<file path="src/design/flr_pkg.sv">
package flr_pkg;
// Functional notes
// - While running, keep refreshing the RAM record with status, telemetry and peaks.
// - On a fault, copy the RAM record into the non-volatile log area.
// - After a save, lock the log so later faults cannot overwrite it.
// - Log read with no record answers a length byte of zero, nothing else.
// - Log read with a record always answers exactly 147 payload bytes.
// - Saved record survives power loss; only the erase command removes it.
// - RAM reads give six events; non-volatile reads repeat event four twice.
// - Faults in the first second may leave early pages invalid; readers tolerate.
// - Force-save runs the same save sequence as a real fault.
// - Force-save with config bit 7 set raises bit 3 of vendor status.
// - Above 130 C keep the record in RAM; write it once below 125 C.
// - Force-save is a send-byte command with no data bytes.
// - The log is read-only, read as a block led by its length byte.
// - Bytes 0-1 ASCII preface, bytes 2-3 register word, byte 4 source.
// - Bytes 5-10 hold the 48-bit 200 us timestamp, low byte first.
// - Bytes 11-12 hold channel 0 peak output voltage, high byte first.
// - Bytes 13-14 hold channel 1 peak output voltage, high byte first.
// - Bytes 15-16 hold channel 0 peak output current, high byte first.
// - LIN16 fields carry the 16-bit mantissa only.
// - Erase command initialises the log area and unlocks it; the code only writes 00 to the lock byte at NV_LOCK_ADDR.
// - Each event is one full telemetry pass current at the fault.
localparam int REC_LEN = 147;
localparam int HDR_LEN = 27;
localparam int EVT_LEN = 20;
localparam int EVT_NUM = 6;
localparam int NV_EVTS = 4;
localparam int NV_LEN = HDR_LEN + NV_EVTS * EVT_LEN;
localparam int NV_EVT4 = HDR_LEN + (NV_EVTS - 1) * EVT_LEN;
localparam int B_SRC = 4;
localparam int B_TS = 5;
localparam int B_VPK0 = 11;
localparam int B_VPK1 = 13;
localparam int B_IPK0 = 15;
localparam int B_EXT = 17;
localparam logic [7:0] NV_LOCK_ADDR = 8'(NV_LEN);
localparam logic [7:0] LOCK_MARK = 8'hA5;
localparam logic [7:0] CMD_READ = 8'hEE;
localparam logic [7:0] CMD_FORCE = 8'hEA;
localparam logic [7:0] CMD_ERASE = 8'hEC;
localparam logic [7:0] CMD_PEAK = 8'hE3;
localparam logic [7:0] FORCE_SRC = 8'hFF;
localparam int CFG_LOG_EN = 7;
localparam int VSTAT_SAVED = 3;
localparam logic signed [9:0] HOT_ON_C = 10'sh082;
localparam logic signed [9:0] HOT_OFF_C = 10'sh07D;
localparam int CLK_NS = 10;
localparam int TICK_NS = 200000;
localparam int TICK_CYC = TICK_NS / CLK_NS;
localparam int FIFO_DEPTH = 32;
typedef enum logic [3:0] {
    S_BOOT, S_IDLE, S_SAVE, S_LOCK, S_ERASE, S_RDLEN, S_RDRAM, S_RDNV, S_RDPUSH
} flr_state_t;
typedef struct packed {
    logic [15:0] vout0;
    logic [15:0] vout1;
    logic [15:0] iout0;
    logic [111:0] rest;
} flr_page_t;
typedef struct packed {
    logic we;
    logic [7:0] addr;
    logic [7:0] wdata;
} flr_nv_t;
typedef struct packed {
    flr_state_t st;
    logic [7:0] idx;
    logic locked, frozen, pend, save, hot, busy, nvreq, push_v;
    logic [7:0] src, vstat, push_d, rdb;
    logic [47:0] tsc, ts;
    logic [14:0] tick;
    logic [15:0] vpk0, vpk1, ipk0, sw;
    logic [79:0] ext;
    logic [2:0] wp;
    flr_nv_t nvc;
} flr_ctl_t;
localparam flr_ctl_t CTL_RST = '{st: S_BOOT, nvreq: 1'b1, busy: 1'b1,
    nvc: '{we: 1'b0, addr: NV_LOCK_ADDR, wdata: 8'h00}, default: '0};
endpackage

</file>
<file path="src/design/flr_recorder.sv">
`timescale 1ns/100ps
module flr_fifo #(
    parameter int W = 8,
    parameter int D = 32
) (
    input wire logic sys_clk,
    input wire logic nrst,
    input wire logic in_valid,
    input wire logic [W-1:0] in_data,
    output logic in_ready,
    output logic out_valid,
    output logic [W-1:0] out_data,
    input wire logic out_ready
);
    localparam int AW = $clog2(D);
    localparam logic [AW:0] CNT_FULL = (AW + 1)'(D);
    logic [W-1:0] mem [D];
    logic [AW-1:0] wr_q, wr_d, rd_q, rd_d;
    logic [AW:0] cnt_q, cnt_d;
    logic ov_q, ov_d;
    logic [W-1:0] od_q, od_d;
    logic push, pop;
    assign in_ready = cnt_q < CNT_FULL;
    assign push = in_valid && in_ready;
    assign pop = ov_q && out_ready;
    assign out_valid = ov_q;
    assign out_data = od_q;
    always_comb begin
        wr_d = wr_q + AW'(push);
        rd_d = rd_q + AW'(pop);
        cnt_d = cnt_q + (AW + 1)'(push) - (AW + 1)'(pop);
        ov_d = cnt_d != '0;
        // Head slot written this cycle bypasses the array
        od_d = (push && wr_q == rd_d) ? in_data : mem[rd_d];
    end
    always_ff @(posedge sys_clk) begin
        if (push) begin
            mem[wr_q] <= in_data;
        end
        if (!nrst) begin
            wr_q <= '0;
            rd_q <= '0;
            cnt_q <= '0;
            ov_q <= 1'b0;
            od_q <= '0;
        end else begin
            wr_q <= wr_d;
            rd_q <= rd_d;
            cnt_q <= cnt_d;
            ov_q <= ov_d;
            od_q <= od_d;
        end
    end
endmodule // flr_fifo

module flr_recorder #(
    parameter int TICK_CYC = flr_pkg::TICK_CYC,
    parameter logic [7:0] PREFACE0 = 8'h46, // Arbitrary value
    parameter logic [7:0] PREFACE1 = 8'h4C // Arbitrary value
) (
    input wire logic sys_clk,
    input wire logic nrst,
    input wire logic tel_pass,
    input wire flr_pkg::flr_page_t tel_page,
    input wire logic [15:0] status_word,
    input wire logic [79:0] hdr_extra,
    input wire logic fault_det,
    input wire logic [7:0] fault_src,
    input wire logic signed [9:0] die_temp,
    input wire logic [15:0] global_config_word,
    input wire logic cmd_valid,
    input wire logic [7:0] cmd_code,
    output logic cmd_busy,
    input wire logic vstat_clr,
    output logic [7:0] vendor_status_byte,
    output logic nv_req,
    output flr_pkg::flr_nv_t nv_cmd,
    input wire logic nv_ack,
    input wire logic [7:0] nv_rdata,
    output logic rec_valid,
    output logic [7:0] rec_data,
    input wire logic rec_ready
);
    import flr_pkg::*;
    flr_ctl_t c_q, c_d;
    flr_page_t evt_q [EVT_NUM];
    logic evt_we, f_in_rdy, can_push, has_rec, trig, force_cmd;

    function automatic logic [7:0] hb(input logic [15:0] w, input logic lo);
        return lo ? w[7:0] : w[15:8];
    endfunction

    function automatic logic [7:0] rec_byte(input logic [7:0] i);
        int k, e, b, slot;
        flr_page_t pg;
        k = int'(i);
        e = (k - HDR_LEN) / EVT_LEN;
        b = (k - HDR_LEN) % EVT_LEN;
        slot = (int'(c_q.wp) + EVT_NUM - 1 - e) % EVT_NUM;
        pg = evt_q[slot];
        if (k == 0) return PREFACE0;
        if (k == 1) return PREFACE1;
        if (k < B_SRC) return hb(c_q.sw, k == B_SRC - 1);
        if (k == B_SRC) return c_q.src;
        if (k < B_VPK0) return c_q.tsc[8 * (k - B_TS) +: 8];
        if (k < B_VPK1) return hb(c_q.vpk0, k == B_VPK0 + 1);
        if (k < B_IPK0) return hb(c_q.vpk1, k == B_VPK1 + 1);
        if (k < B_EXT) return hb(c_q.ipk0, k == B_IPK0 + 1);
        if (k < HDR_LEN) return c_q.ext[8 * (HDR_LEN - 1 - k) +: 8];
        return pg[8 * (EVT_LEN - 1 - b) +: 8];
    endfunction

    // Events five and six are not kept in storage; event four stands in
    function automatic logic [7:0] nv_map(input logic [7:0] i);
        int k;
        k = int'(i);
        return (k < NV_LEN) ? i : 8'(NV_EVT4 + (k - NV_LEN) % EVT_LEN);
    endfunction

    flr_fifo #(.W(8), .D(FIFO_DEPTH)) u_fifo (
        .sys_clk(sys_clk),
        .nrst(nrst),
        .in_valid(c_q.push_v),
        .in_data(c_q.push_d),
        .in_ready(f_in_rdy),
        .out_valid(rec_valid),
        .out_data(rec_data),
        .out_ready(rec_ready)
    );

    assign can_push = !c_q.push_v || f_in_rdy;
    assign has_rec = c_q.frozen || c_q.locked;
    assign force_cmd = c_q.st == S_IDLE && cmd_valid && cmd_code == CMD_FORCE;
    assign trig = (fault_det && global_config_word[CFG_LOG_EN]) || force_cmd;
    assign cmd_busy = c_q.busy;
    assign vendor_status_byte = c_q.vstat;
    assign nv_req = c_q.nvreq;
    assign nv_cmd = c_q.nvc;

    always_comb begin
        c_d = c_q;
        evt_we = 1'b0;
        if (c_q.push_v && f_in_rdy) c_d.push_v = 1'b0;
        if (c_q.nvreq && nv_ack) c_d.nvreq = 1'b0;
        if (c_q.tick == 15'(TICK_CYC - 1)) begin
            c_d.tick = '0;
            c_d.ts = c_q.ts + 48'h0000_0000_0001;
        end else begin
            c_d.tick = c_q.tick + 15'h0001;
        end
        if (die_temp > HOT_ON_C) c_d.hot = 1'b1;
        else if (die_temp < HOT_OFF_C) c_d.hot = 1'b0;
        if (vstat_clr) c_d.vstat[VSTAT_SAVED] = 1'b0;
        if (force_cmd && global_config_word[CFG_LOG_EN]) c_d.vstat[VSTAT_SAVED] = 1'b1;
        if (trig && !c_q.locked && !c_q.frozen && !c_q.pend) begin
            c_d.pend = 1'b1;
            c_d.src = force_cmd ? FORCE_SRC : fault_src;
            c_d.tsc = c_q.ts;
        end
        // Peaks belong to a frozen record until it is released
        if (cmd_valid && cmd_code == CMD_PEAK && !c_q.frozen) begin
            c_d.vpk0 = '0;
            c_d.vpk1 = '0;
            c_d.ipk0 = '0;
        end
        // Early faults may capture pages not yet refreshed
        if (tel_pass && !c_q.frozen) begin
            evt_we = 1'b1;
            c_d.wp = (c_q.wp == 3'(EVT_NUM - 1)) ? 3'h0 : c_q.wp + 3'h1;
            if (tel_page.vout0 > c_d.vpk0) c_d.vpk0 = tel_page.vout0;
            if (tel_page.vout1 > c_d.vpk1) c_d.vpk1 = tel_page.vout1;
            if (tel_page.iout0 > c_d.ipk0) c_d.ipk0 = tel_page.iout0;
            c_d.sw = status_word;
            c_d.ext = hdr_extra;
            if (c_q.pend) begin
                c_d.pend = 1'b0;
                c_d.frozen = 1'b1;
                c_d.save = 1'b1;
            end
        end
        unique case (c_q.st)
            S_BOOT: begin
                if (nv_ack) begin
                    c_d.locked = nv_rdata == LOCK_MARK;
                    c_d.st = S_IDLE;
                end
            end
            S_IDLE: begin
                if (c_q.save && !c_q.hot) begin
                    c_d.st = S_SAVE;
                    c_d.idx = '0;
                    c_d.nvreq = 1'b1;
                    c_d.nvc = '{we: 1'b1, addr: 8'h00, wdata: rec_byte(8'h00)};
                end else if (cmd_valid && cmd_code == CMD_ERASE && !c_q.hot) begin
                    c_d.st = S_ERASE;
                    c_d.nvreq = 1'b1;
                    c_d.nvc = '{we: 1'b1, addr: NV_LOCK_ADDR, wdata: 8'h00};
                end else if (cmd_valid && cmd_code == CMD_READ) begin
                    c_d.st = S_RDLEN;
                end
            end
            S_SAVE: begin
                if (nv_ack) begin
                    c_d.nvreq = 1'b1;
                    if (c_q.idx == 8'(NV_LEN - 1)) begin
                        c_d.st = S_LOCK;
                        c_d.nvc = '{we: 1'b1, addr: NV_LOCK_ADDR, wdata: LOCK_MARK};
                    end else begin
                        c_d.idx = c_q.idx + 8'h01;
                        c_d.nvc = '{we: 1'b1, addr: c_d.idx, wdata: rec_byte(c_d.idx)};
                    end
                end
            end
            S_LOCK: begin
                if (nv_ack) begin
                    c_d.locked = 1'b1;
                    c_d.save = 1'b0;
                    c_d.st = S_IDLE;
                end
            end
            S_ERASE: begin
                if (nv_ack) begin
                    c_d.locked = 1'b0;
                    c_d.frozen = 1'b0;
                    c_d.save = 1'b0;
                    c_d.pend = 1'b0;
                    c_d.st = S_IDLE;
                end
            end
            S_RDLEN: begin
                if (can_push) begin
                    c_d.push_v = 1'b1;
                    c_d.push_d = has_rec ? 8'(REC_LEN) : 8'h00;
                    c_d.idx = '0;
                    if (!has_rec) begin
                        c_d.st = S_IDLE;
                    end else if (c_q.frozen) begin
                        c_d.st = S_RDRAM;
                    end else begin
                        c_d.st = S_RDNV;
                        c_d.nvreq = 1'b1;
                        c_d.nvc = '{we: 1'b0, addr: nv_map(8'h00), wdata: 8'h00};
                    end
                end
            end
            S_RDRAM: begin
                if (can_push) begin
                    c_d.push_v = 1'b1;
                    c_d.push_d = rec_byte(c_q.idx);
                    c_d.idx = c_q.idx + 8'h01;
                    if (c_q.idx == 8'(REC_LEN - 1)) c_d.st = S_IDLE;
                end
            end
            S_RDNV: begin
                if (nv_ack) begin
                    c_d.rdb = nv_rdata;
                    c_d.st = S_RDPUSH;
                end
            end
            S_RDPUSH: begin
                if (can_push) begin
                    c_d.push_v = 1'b1;
                    c_d.push_d = c_q.rdb;
                    c_d.idx = c_q.idx + 8'h01;
                    if (c_q.idx == 8'(REC_LEN - 1)) begin
                        c_d.st = S_IDLE;
                    end else begin
                        c_d.st = S_RDNV;
                        c_d.nvreq = 1'b1;
                        c_d.nvc = '{we: 1'b0, addr: nv_map(c_d.idx), wdata: 8'h00};
                    end
                end
            end
            default: c_d.st = S_IDLE;
        endcase
        c_d.busy = c_d.st != S_IDLE;
    end

    always_ff @(posedge sys_clk) begin
        if (evt_we) begin
            evt_q[c_q.wp] <= tel_page;
        end
        if (!nrst) begin
            c_q <= CTL_RST;
        end else begin
            c_q <= c_d;
        end
    end
endmodule // flr_recorder

</file>
<file path="config.mk">
export PLATFORM = sky130hd
export DESIGN_NAME = flr_recorder
export DESIGN_NICKNAME = d
export VERILOG_FILES = /design/src/design/flr_pkg.sv /design/src/design/flr_recorder.sv
export SDC_FILE = /design/constraint.sdc
export NUM_CORES = 2
export LEC_CHECK = 0
export BUFFER_PORTS_ARGS = -buffer_cell sky130_fd_sc_hd__buf_2
export CAP_MARGIN = 20
export CORE_MARGIN = 5
export CORE_UTILIZATION = 30
export DETAILED_ROUTE_END_ITERATION = 7
export PLACE_DENSITY = 0.47
export SLEW_MARGIN = 25
export SYNTH_ARGS = -nofsm -noshare
export SYNTH_HDL_FRONTEND = slang
export SYNTH_HIERARCHICAL = 1
export SYNTH_SLANG_ARGS = --single-unit
</file>
<file path="constraint.sdc">
create_clock -name sys_clk -period 18.1 [get_ports sys_clk]
set_clock_uncertainty 0.2 [all_clocks]
set_input_delay 1.81 -clock sys_clk [delete_from_list [all_inputs] [get_ports sys_clk]]
set_output_delay 1.81 -clock sys_clk [all_outputs]
set_load 0.05 [all_outputs]
</file>
# ---- After elaboration in Yosys (flattened, before gate mapping)
# Memories as Yosys holds them, arrays and structs flattened. A register that Yosys moved wholly into a read port is not among the register bits.
# Index checks and enable logic that the tools add are counted.
dict set report totals {
  register_bits 337
  latchBits 0
  ram_bits 1216
  mem_bits_ro 0
  inputBits 314
  output_inout_bits 36
  wordCells 494
  mem_count 2
}
# name words width rd rd_clocked_by_memory_dff write_ports line_no
set mem_list {}
lappend mem_list {evt_q 6 160 2 0 1 flr_recorder.sv:86} ;# flr_page_t evt_q [EVT_NUM];
lappend mem_list {u_fifo.mem 32 8 1 1 1 flr_recorder.sv:17} ;# logic [W-1:0] mem [D];
dict set report classes {
  n_addsub 22
  n_mul 0
  n_div 7
  order_cmp 19
  eq_ne 43
  shifts 6
  muxes 321
  bitwise 1
  n_reduce_logical 43
}
# op count
set op_table {}
lappend op_table {{two-way mux 8 bit} 94}
lappend op_table {{indexed part select 160 x 32 -> 8 bit} 2}
lappend op_table {{two-way mux 1 bit} 185}
lappend op_table {{indexed part select 80 x 12 -> 8 bit} 2}
lappend op_table {{two-way mux 147 bit} 1}
lappend op_table {{two-way mux 17 bit} 8}
lappend op_table {{modulo 32 x 6 -> 32 bit (second input constant)} 3}
lappend op_table {{indexed part select 48 x 12 -> 8 bit} 2}
lappend op_table {{case mux 17 bit (4 select lines)} 1}
lappend op_table {{divider 32 x 6 -> 32 bit (second input constant)} 2}
lappend op_table {{modulo 32 x 4 -> 32 bit (second input constant)} 2}
lappend op_table {{two-way mux 16 bit} 4}
lappend op_table {{subtractor 5 x 32 -> 32 bit} 2}
lappend op_table {{subtractor 6 x 29 -> 29 bit (first input constant)} 2}
lappend op_table {{adder 48 x 1 -> 48 bit (second input constant)} 1}
lappend op_table {{== test 8 bit (second input constant)} 6}
lappend op_table {{> comparator 16 bit} 3}
lappend op_table {{< comparator 8 x 4 -> 1 bit (second input constant)} 6}
lappend op_table {{two-way mux 12 bit} 4}
lappend op_table {{two-way mux 48 bit} 1}
lappend op_table {{case mux 8 bit (5 select lines)} 1}
lappend op_table {{two-way mux 4 bit} 9}
lappend op_table {{== test 8 x 5 -> 1 bit (second input constant)} 4}
lappend op_table {{< comparator 8 x 5 -> 1 bit (second input constant)} 4}
lappend op_table {{other kinds (57)} 113}

# ---- Logic depth before layout (Yosys ltp)
dict set report logic_depth {
  ltp_word 78
  ltp_mapped 57
}

# ---- By module
# Netlist, hierarchy kept.
# module n_inst cells_each area_each_um2 seq_area_each_um2
set by_module_without_submodules {}
lappend by_module_without_submodules {flr_recorder 1 5451 67243.2 35233.8}
lappend by_module_without_submodules {flr_fifo 1 702 11355.9 8187.9}

# ---- Least setup slack after synthesis
# Ideal clock, no wire load.
dict set report synth_path {
  path_kind {input port to flip-flop}
  from {in tel_pass}
  to {mem evt_q[4][0] (netlist name) (enable)}
  setup_time_ps 1129
  arrival_time_ps 18561
  required_ps 16771
  setup_slack_ps -1790
  stages 4
  cell_sequence {nand2b_1 clkbuf_1 clkbuf_1 nor4b_1}
}
dict set report synth_between {
  elab_chain_len 4
}
# item line_no
set synth_rtl {}
lappend synth_rtl {{from (decl)} flr_recorder.sv:63} ;# input wire logic tel_pass,
lappend synth_rtl {{logical AND 1 bit} flr_recorder.sv:167} ;# if (tel_pass && !c_q.frozen) begin
lappend synth_rtl {{two-way mux 1 bit} flr_recorder.sv:167}
lappend synth_rtl {{two-way mux 1 bit} flr_recorder.sv:280} ;# if (evt_we) begin
lappend synth_rtl {{two-way mux 1 bit (not written as such)} flr_recorder.sv:281} ;# evt_q[c_q.wp] <= tel_page;
lappend synth_rtl {{to (decl)} flr_recorder.sv:86}
# No other way between the ends.

# ---- Worst setup path after layout
dict set report layout_path {
  from {reg c_q[315] (netlist name)}
  to {reg c_q (netlist bit nv_cmd[2])}
}
dict set report layout_between {
  elab_chain_len 40
}
# item line_no
set layout_rtl {}
lappend layout_rtl {{from (decl)} flr_recorder.sv:85} ;# flr_ctl_t c_q, c_d;
lappend layout_rtl {{from (signal assigned)} flr_recorder.sv:284} ;# c_q <= CTL_RST;
lappend layout_rtl {{from (signal assigned)} flr_recorder.sv:286} ;# c_q <= c_d;
lappend layout_rtl {{branches (longest 40 deep; another with memory read (6 x 160 bit))} n/a}
# Parallel ways; which one is timed is not known. The select of a mux whose other input is x is not followed.
# A chain may end at the register's enable or synchronous reset.

==> impl_summary.log <==
[metrics] cell at the slowest stage of the critical path: sky130_fd_sc_hd__ha_1
[metrics] H-tree levels: 4
[metrics] cell type with the highest occurrence count on the critical path: sky130_fd_sc_hd__ha_1
[metrics] pin count of the biggest net entering global routing: 128
[metrics] vias in the first global route: 55305
[metrics] total routing resource utilization after global routing: 0.209
[metrics] Wirelength per Cell: 29.0 um
[metrics] Post-Synthesis Cell Area: 78600 sq um
[metrics] floorplan die area: 272000 sq um
[metrics] Critical R2R Capture: nv_cmd[2]
[metrics] initial cell density of the core: 0.300
[metrics] number of synthesized flops with an enable pin: 1216
[metrics] Max-Cap Viols: 0
[metrics] sort of element at the start of the critical path: register
[metrics] insertion delay to the later sink of the worst-skew pair: 830 ps
[metrics] sum of overflow across all layers after global routing: 0
[metrics] proportion of synthesized flip-flops having asynchronous set or reset: 0
[metrics] average cell area after synthesis: 12.8 sq um
[metrics] die height: 522 um
[metrics] CP Capture Point: nv_cmd[2]
[metrics] synth-to-layout area growth: 14.5%
[metrics] primary flip-flop cell chosen by synthesis mapping: sky130_fd_sc_hd__edfxtp_1
[metrics] setup repair after global routing missed its margin: false
[metrics] pin slew with the least headroom to its limit: 1220 ps
[metrics] clock sink count: 1561
[metrics] Post-CTS Repair Setup Buffers: 0
[metrics] Final setup violation count: 0
[metrics] Fmax achieved: 69.3 MHz
[metrics] Worst setup startpoint: c_q[315]
[metrics] worst-case setup slack after placement: 3770 ps
[metrics] Die Span X: 522 um
[metrics] Worst path max stage delay: 890 ps
[metrics] number of vias per cell: 5.61
[metrics] Row Count: 188
[metrics] global routing met2 resource utilization: 0.325
[metrics] min setup slack post-route: 3670 ps
[metrics] post-synthesis cell type count: 119
[metrics] CP Data Arrival Time: 14950 ps
[metrics] Worst slew margin: 0.180
[metrics] number of antenna violations at the first check in global routing: 84
[metrics] total half-perimeter wirelength after legalization and detailed placement: 201000 um
[metrics] vias after detailed routing: 56605
[metrics] CTS root buf: sky130_fd_sc_hd__clkbuf_16
[metrics] cell leakage power: 30.0 nW
[metrics] count of fill cells added during filler insertion: 25758
[metrics] Peak VDD IR: 0.102 mV
[metrics] antenna viol nets, final: 0
[metrics] endpoint type of the worst setup path: register
[metrics] iteration count of the initial detailed-routing pass: 8
[metrics] minimum setup slack among reg-to-reg paths: 3670 ps
[metrics] area of the placeable core: 262000 sq um
[metrics] number of DRC markers in iteration 0: 6711
[metrics] overall power after layout: 9.03 mW
[metrics] remaining routing DRC violations: 0
[metrics] run status: finished, final reports clean
[metrics] total clock buffers created by CTS: 178
[metrics] clock transition at the registers of the reported paths: 70 ps
[metrics] power density relative to cell area: 100 nW/um^2
[metrics] wire length of the first global-routing pass: 416000 um
[metrics] met1 Resource Use GR: 0.298
[metrics] number of top-level pins: 350
[metrics] most congested layer reported by global routing: met2
[metrics] weighted congestion at the end of routability-driven global placement: 0.912
[metrics] sequential share of the synthesized area: 0.552
[metrics] Worst EP required: 18610 ps
[metrics] post-layout minimum cycle time: 14430 ps
[metrics] share of post-route cells with drive strength above 1: 0.220
[metrics] CTS tree: yes
[metrics] post-cts sizing count: 0
[metrics] Ys Warns: 6
[metrics] worst min path class: register to register
[metrics] crit-path max FO: 65
[metrics] synthesized instance count: 6153
[metrics] combined area of the multi-input logic cells: 33100 sq um
[metrics] final worst-path cycle share: 0.797
[metrics] max-slew violation count: 0
[metrics] final hold violations: 0
[metrics] number of nets in the layout: 6805
[metrics] GR met3 Demand/Resource: 0.0416
[metrics] number of cell instances on the worst register-to-register path: 43
[metrics] Storage cell area: 43400 sq um
[metrics] post-synthesis register bit count: 1561
[metrics] Hold Buf Count CTS: 0
[metrics] reg2reg start: c_q[315]
[metrics] buffer depth of the longest clock path: 3
[metrics] IO Port Bufs: 327
[metrics] critical path class: register to register
[metrics] routed wire length: 292000 um
-- through the flow --
stage               hold slack, ps  TNS (ps)   util  cell area, sq um  std cells
floorplan                      226   -572500      -             78600       6159
global placement               239         0  0.321             84100       9734
detailed placement             254         0  0.322             84100       9735
CTS                            263         0  0.344             89900      10062
global route                   296         0  0.344             90000      10070
finish                         263         0  0.344             90000      10091
-- state kept, by name, summed over array words and instances, names as in the netlist --
| register | cells |
|---|---|
| c_q | 300 |
| u_fifo/mem | 256 |
| u_fifo/out_valid | 1 |
| evt_q | 960 |
| u_fifo/out_data | 8 |
| u_fifo/rd_q | 5 |
| nv_cmd | 17 |
| cmd_busy | 1 |
| nv_req | 1 |
| u_fifo/cnt_q | 6 |
| u_fifo/wr_q | 5 |
| vendor_status_byte | 1 |
-- metal layers --
metal / part of all wire / vias to the layer above
met2: 0.45 / 2490
li1: - / 24433
met4: 0.027 / 40
met1: 0.44 / 29204
met3: 0.081 / 438
met5: 0.00091 / -
-- cell type report --
| type | count | area share |
|---|---|---|
| Tap cell | 3515 | 0.0489 |
| Multi-Input combinational cell | 4103 | 0.368 |
| Sequential cell | 1561 | 0.482 |
| Antenna cell | 26 | 0.000723 |
| Inverter | 69 | 0.00300 |
| Clock inverter | 90 | 0.0103 |
| Clock buffer | 237 | 0.0538 |
| Timing Repair Buffer | 490 | 0.0330 |
-- report_power, final --
| group | switching, mW | total [mW] | internal [mW] |
|---|---|---|---|
| logic | 0.844 | 1.41 | 0.565 |
| clock network | 1.53 | 3.60 | 2.07 |
| registers | 0.0599 | 4.01 | 3.95 |
| total | 2.44 | 9.03 | 6.59 |
-- worst max-delay path, delay by kind of cell (launching register included) --
family	cells	cell delay, ps
AND/OR/NAND/NOR	13	3440
multiplexers	2	610
flip-flops	1	380
AO/OA/AOI/OAI	16	4490
buffers and inverters	5	1980
adder cells (fa/ha/maj)	6	2490
XOR/XNOR	1	600
-- Yosys cell counts (44+ instances only) --
library cell,count,share of area
sky130_fd_sc_hd__edfxtp_1,1216,0.46
sky130_fd_sc_hd__nand2_1,937,0.045
sky130_fd_sc_hd__mux4_2,503,0.14
sky130_fd_sc_hd__a21oi_1,410,0.026
sky130_fd_sc_hd__dfxtp_1,345,0.088
sky130_fd_sc_hd__nor2_1,306,0.015
sky130_fd_sc_hd__clkbuf_1,267,0.013
sky130_fd_sc_hd__nand3_1,193,0.012
sky130_fd_sc_hd__o21ai_0,192,0.012
sky130_fd_sc_hd__mux2i_1,181,0.023
sky130_fd_sc_hd__nor3_1,94,0.0060
sky130_fd_sc_hd__ha_1,85,0.014
sky130_fd_sc_hd__and3_1,71,0.0057
sky130_fd_sc_hd__nand4_1,71,0.0057
sky130_fd_sc_hd__xnor2_1,65,0.0072
sky130_fd_sc_hd__inv_1,62,0.0030
sky130_fd_sc_hd__xor2_1,61,0.0068
sky130_fd_sc_hd__a211oi_1,58,0.0055
sky130_fd_sc_hd__a31oi_1,58,0.0046
sky130_fd_sc_hd__or2_2,57,0.0045
sky130_fd_sc_hd__o22ai_1,55,0.0044
sky130_fd_sc_hd__buf_1,46,0.0022
sky130_fd_sc_hd__buf_4,46,0.0044
sky130_fd_sc_hd__and2_1,44,0.0035
-- worst min path at each step --
stage | from | endpoint | slack (ps) | cells past startpoint
after floorplan | c_q[164] | c_q[164] | 230 | 1
after global routing | c_q[247] | c_q[247] | 300 | 2
after CTS | c_q[164] | c_q[164] | 260 | 1
after detailed placement | c_q[226] | c_q[274] | 250 | 2
after global placement | c_q[164] | c_q[164] | 240 | 1
final | c_q[164] | c_q[164] | 260 | 1
-- logic make-up after synthesis --
kind of cell	after synthesis	synth area share
compound gates	1191	0.0989
simple gates	1969	0.115
xor+xnor	139	0.0171
buf+inv	495	0.0309
mux	705	0.171
fa+ha+maj	92	0.0148
other cells	1	0.0000477
flops	1561	0.552
-- layout by cell type (no fill, tap or decap), drive strengths merged, types with 69 or more instances in the layout --
master / synthesis / final
a21oi: 412 / 412
and3: 71 / 71
buf: 159 / 490
clkbuf: 267 / 237
clkinv: 6 / 70
dfxtp: 345 / 345
edfxtp: 1216 / 1216
ha: 85 / 85
inv: 63 / 69
mux2i: 181 / 181
mux4: 506 / 506
nand2: 939 / 939
nand3: 196 / 196
nand4: 71 / 71
nor2: 308 / 308
nor3: 97 / 97
o21ai: 205 / 205
xnor2: 75 / 75
Power figures use the tool's default switching activity.
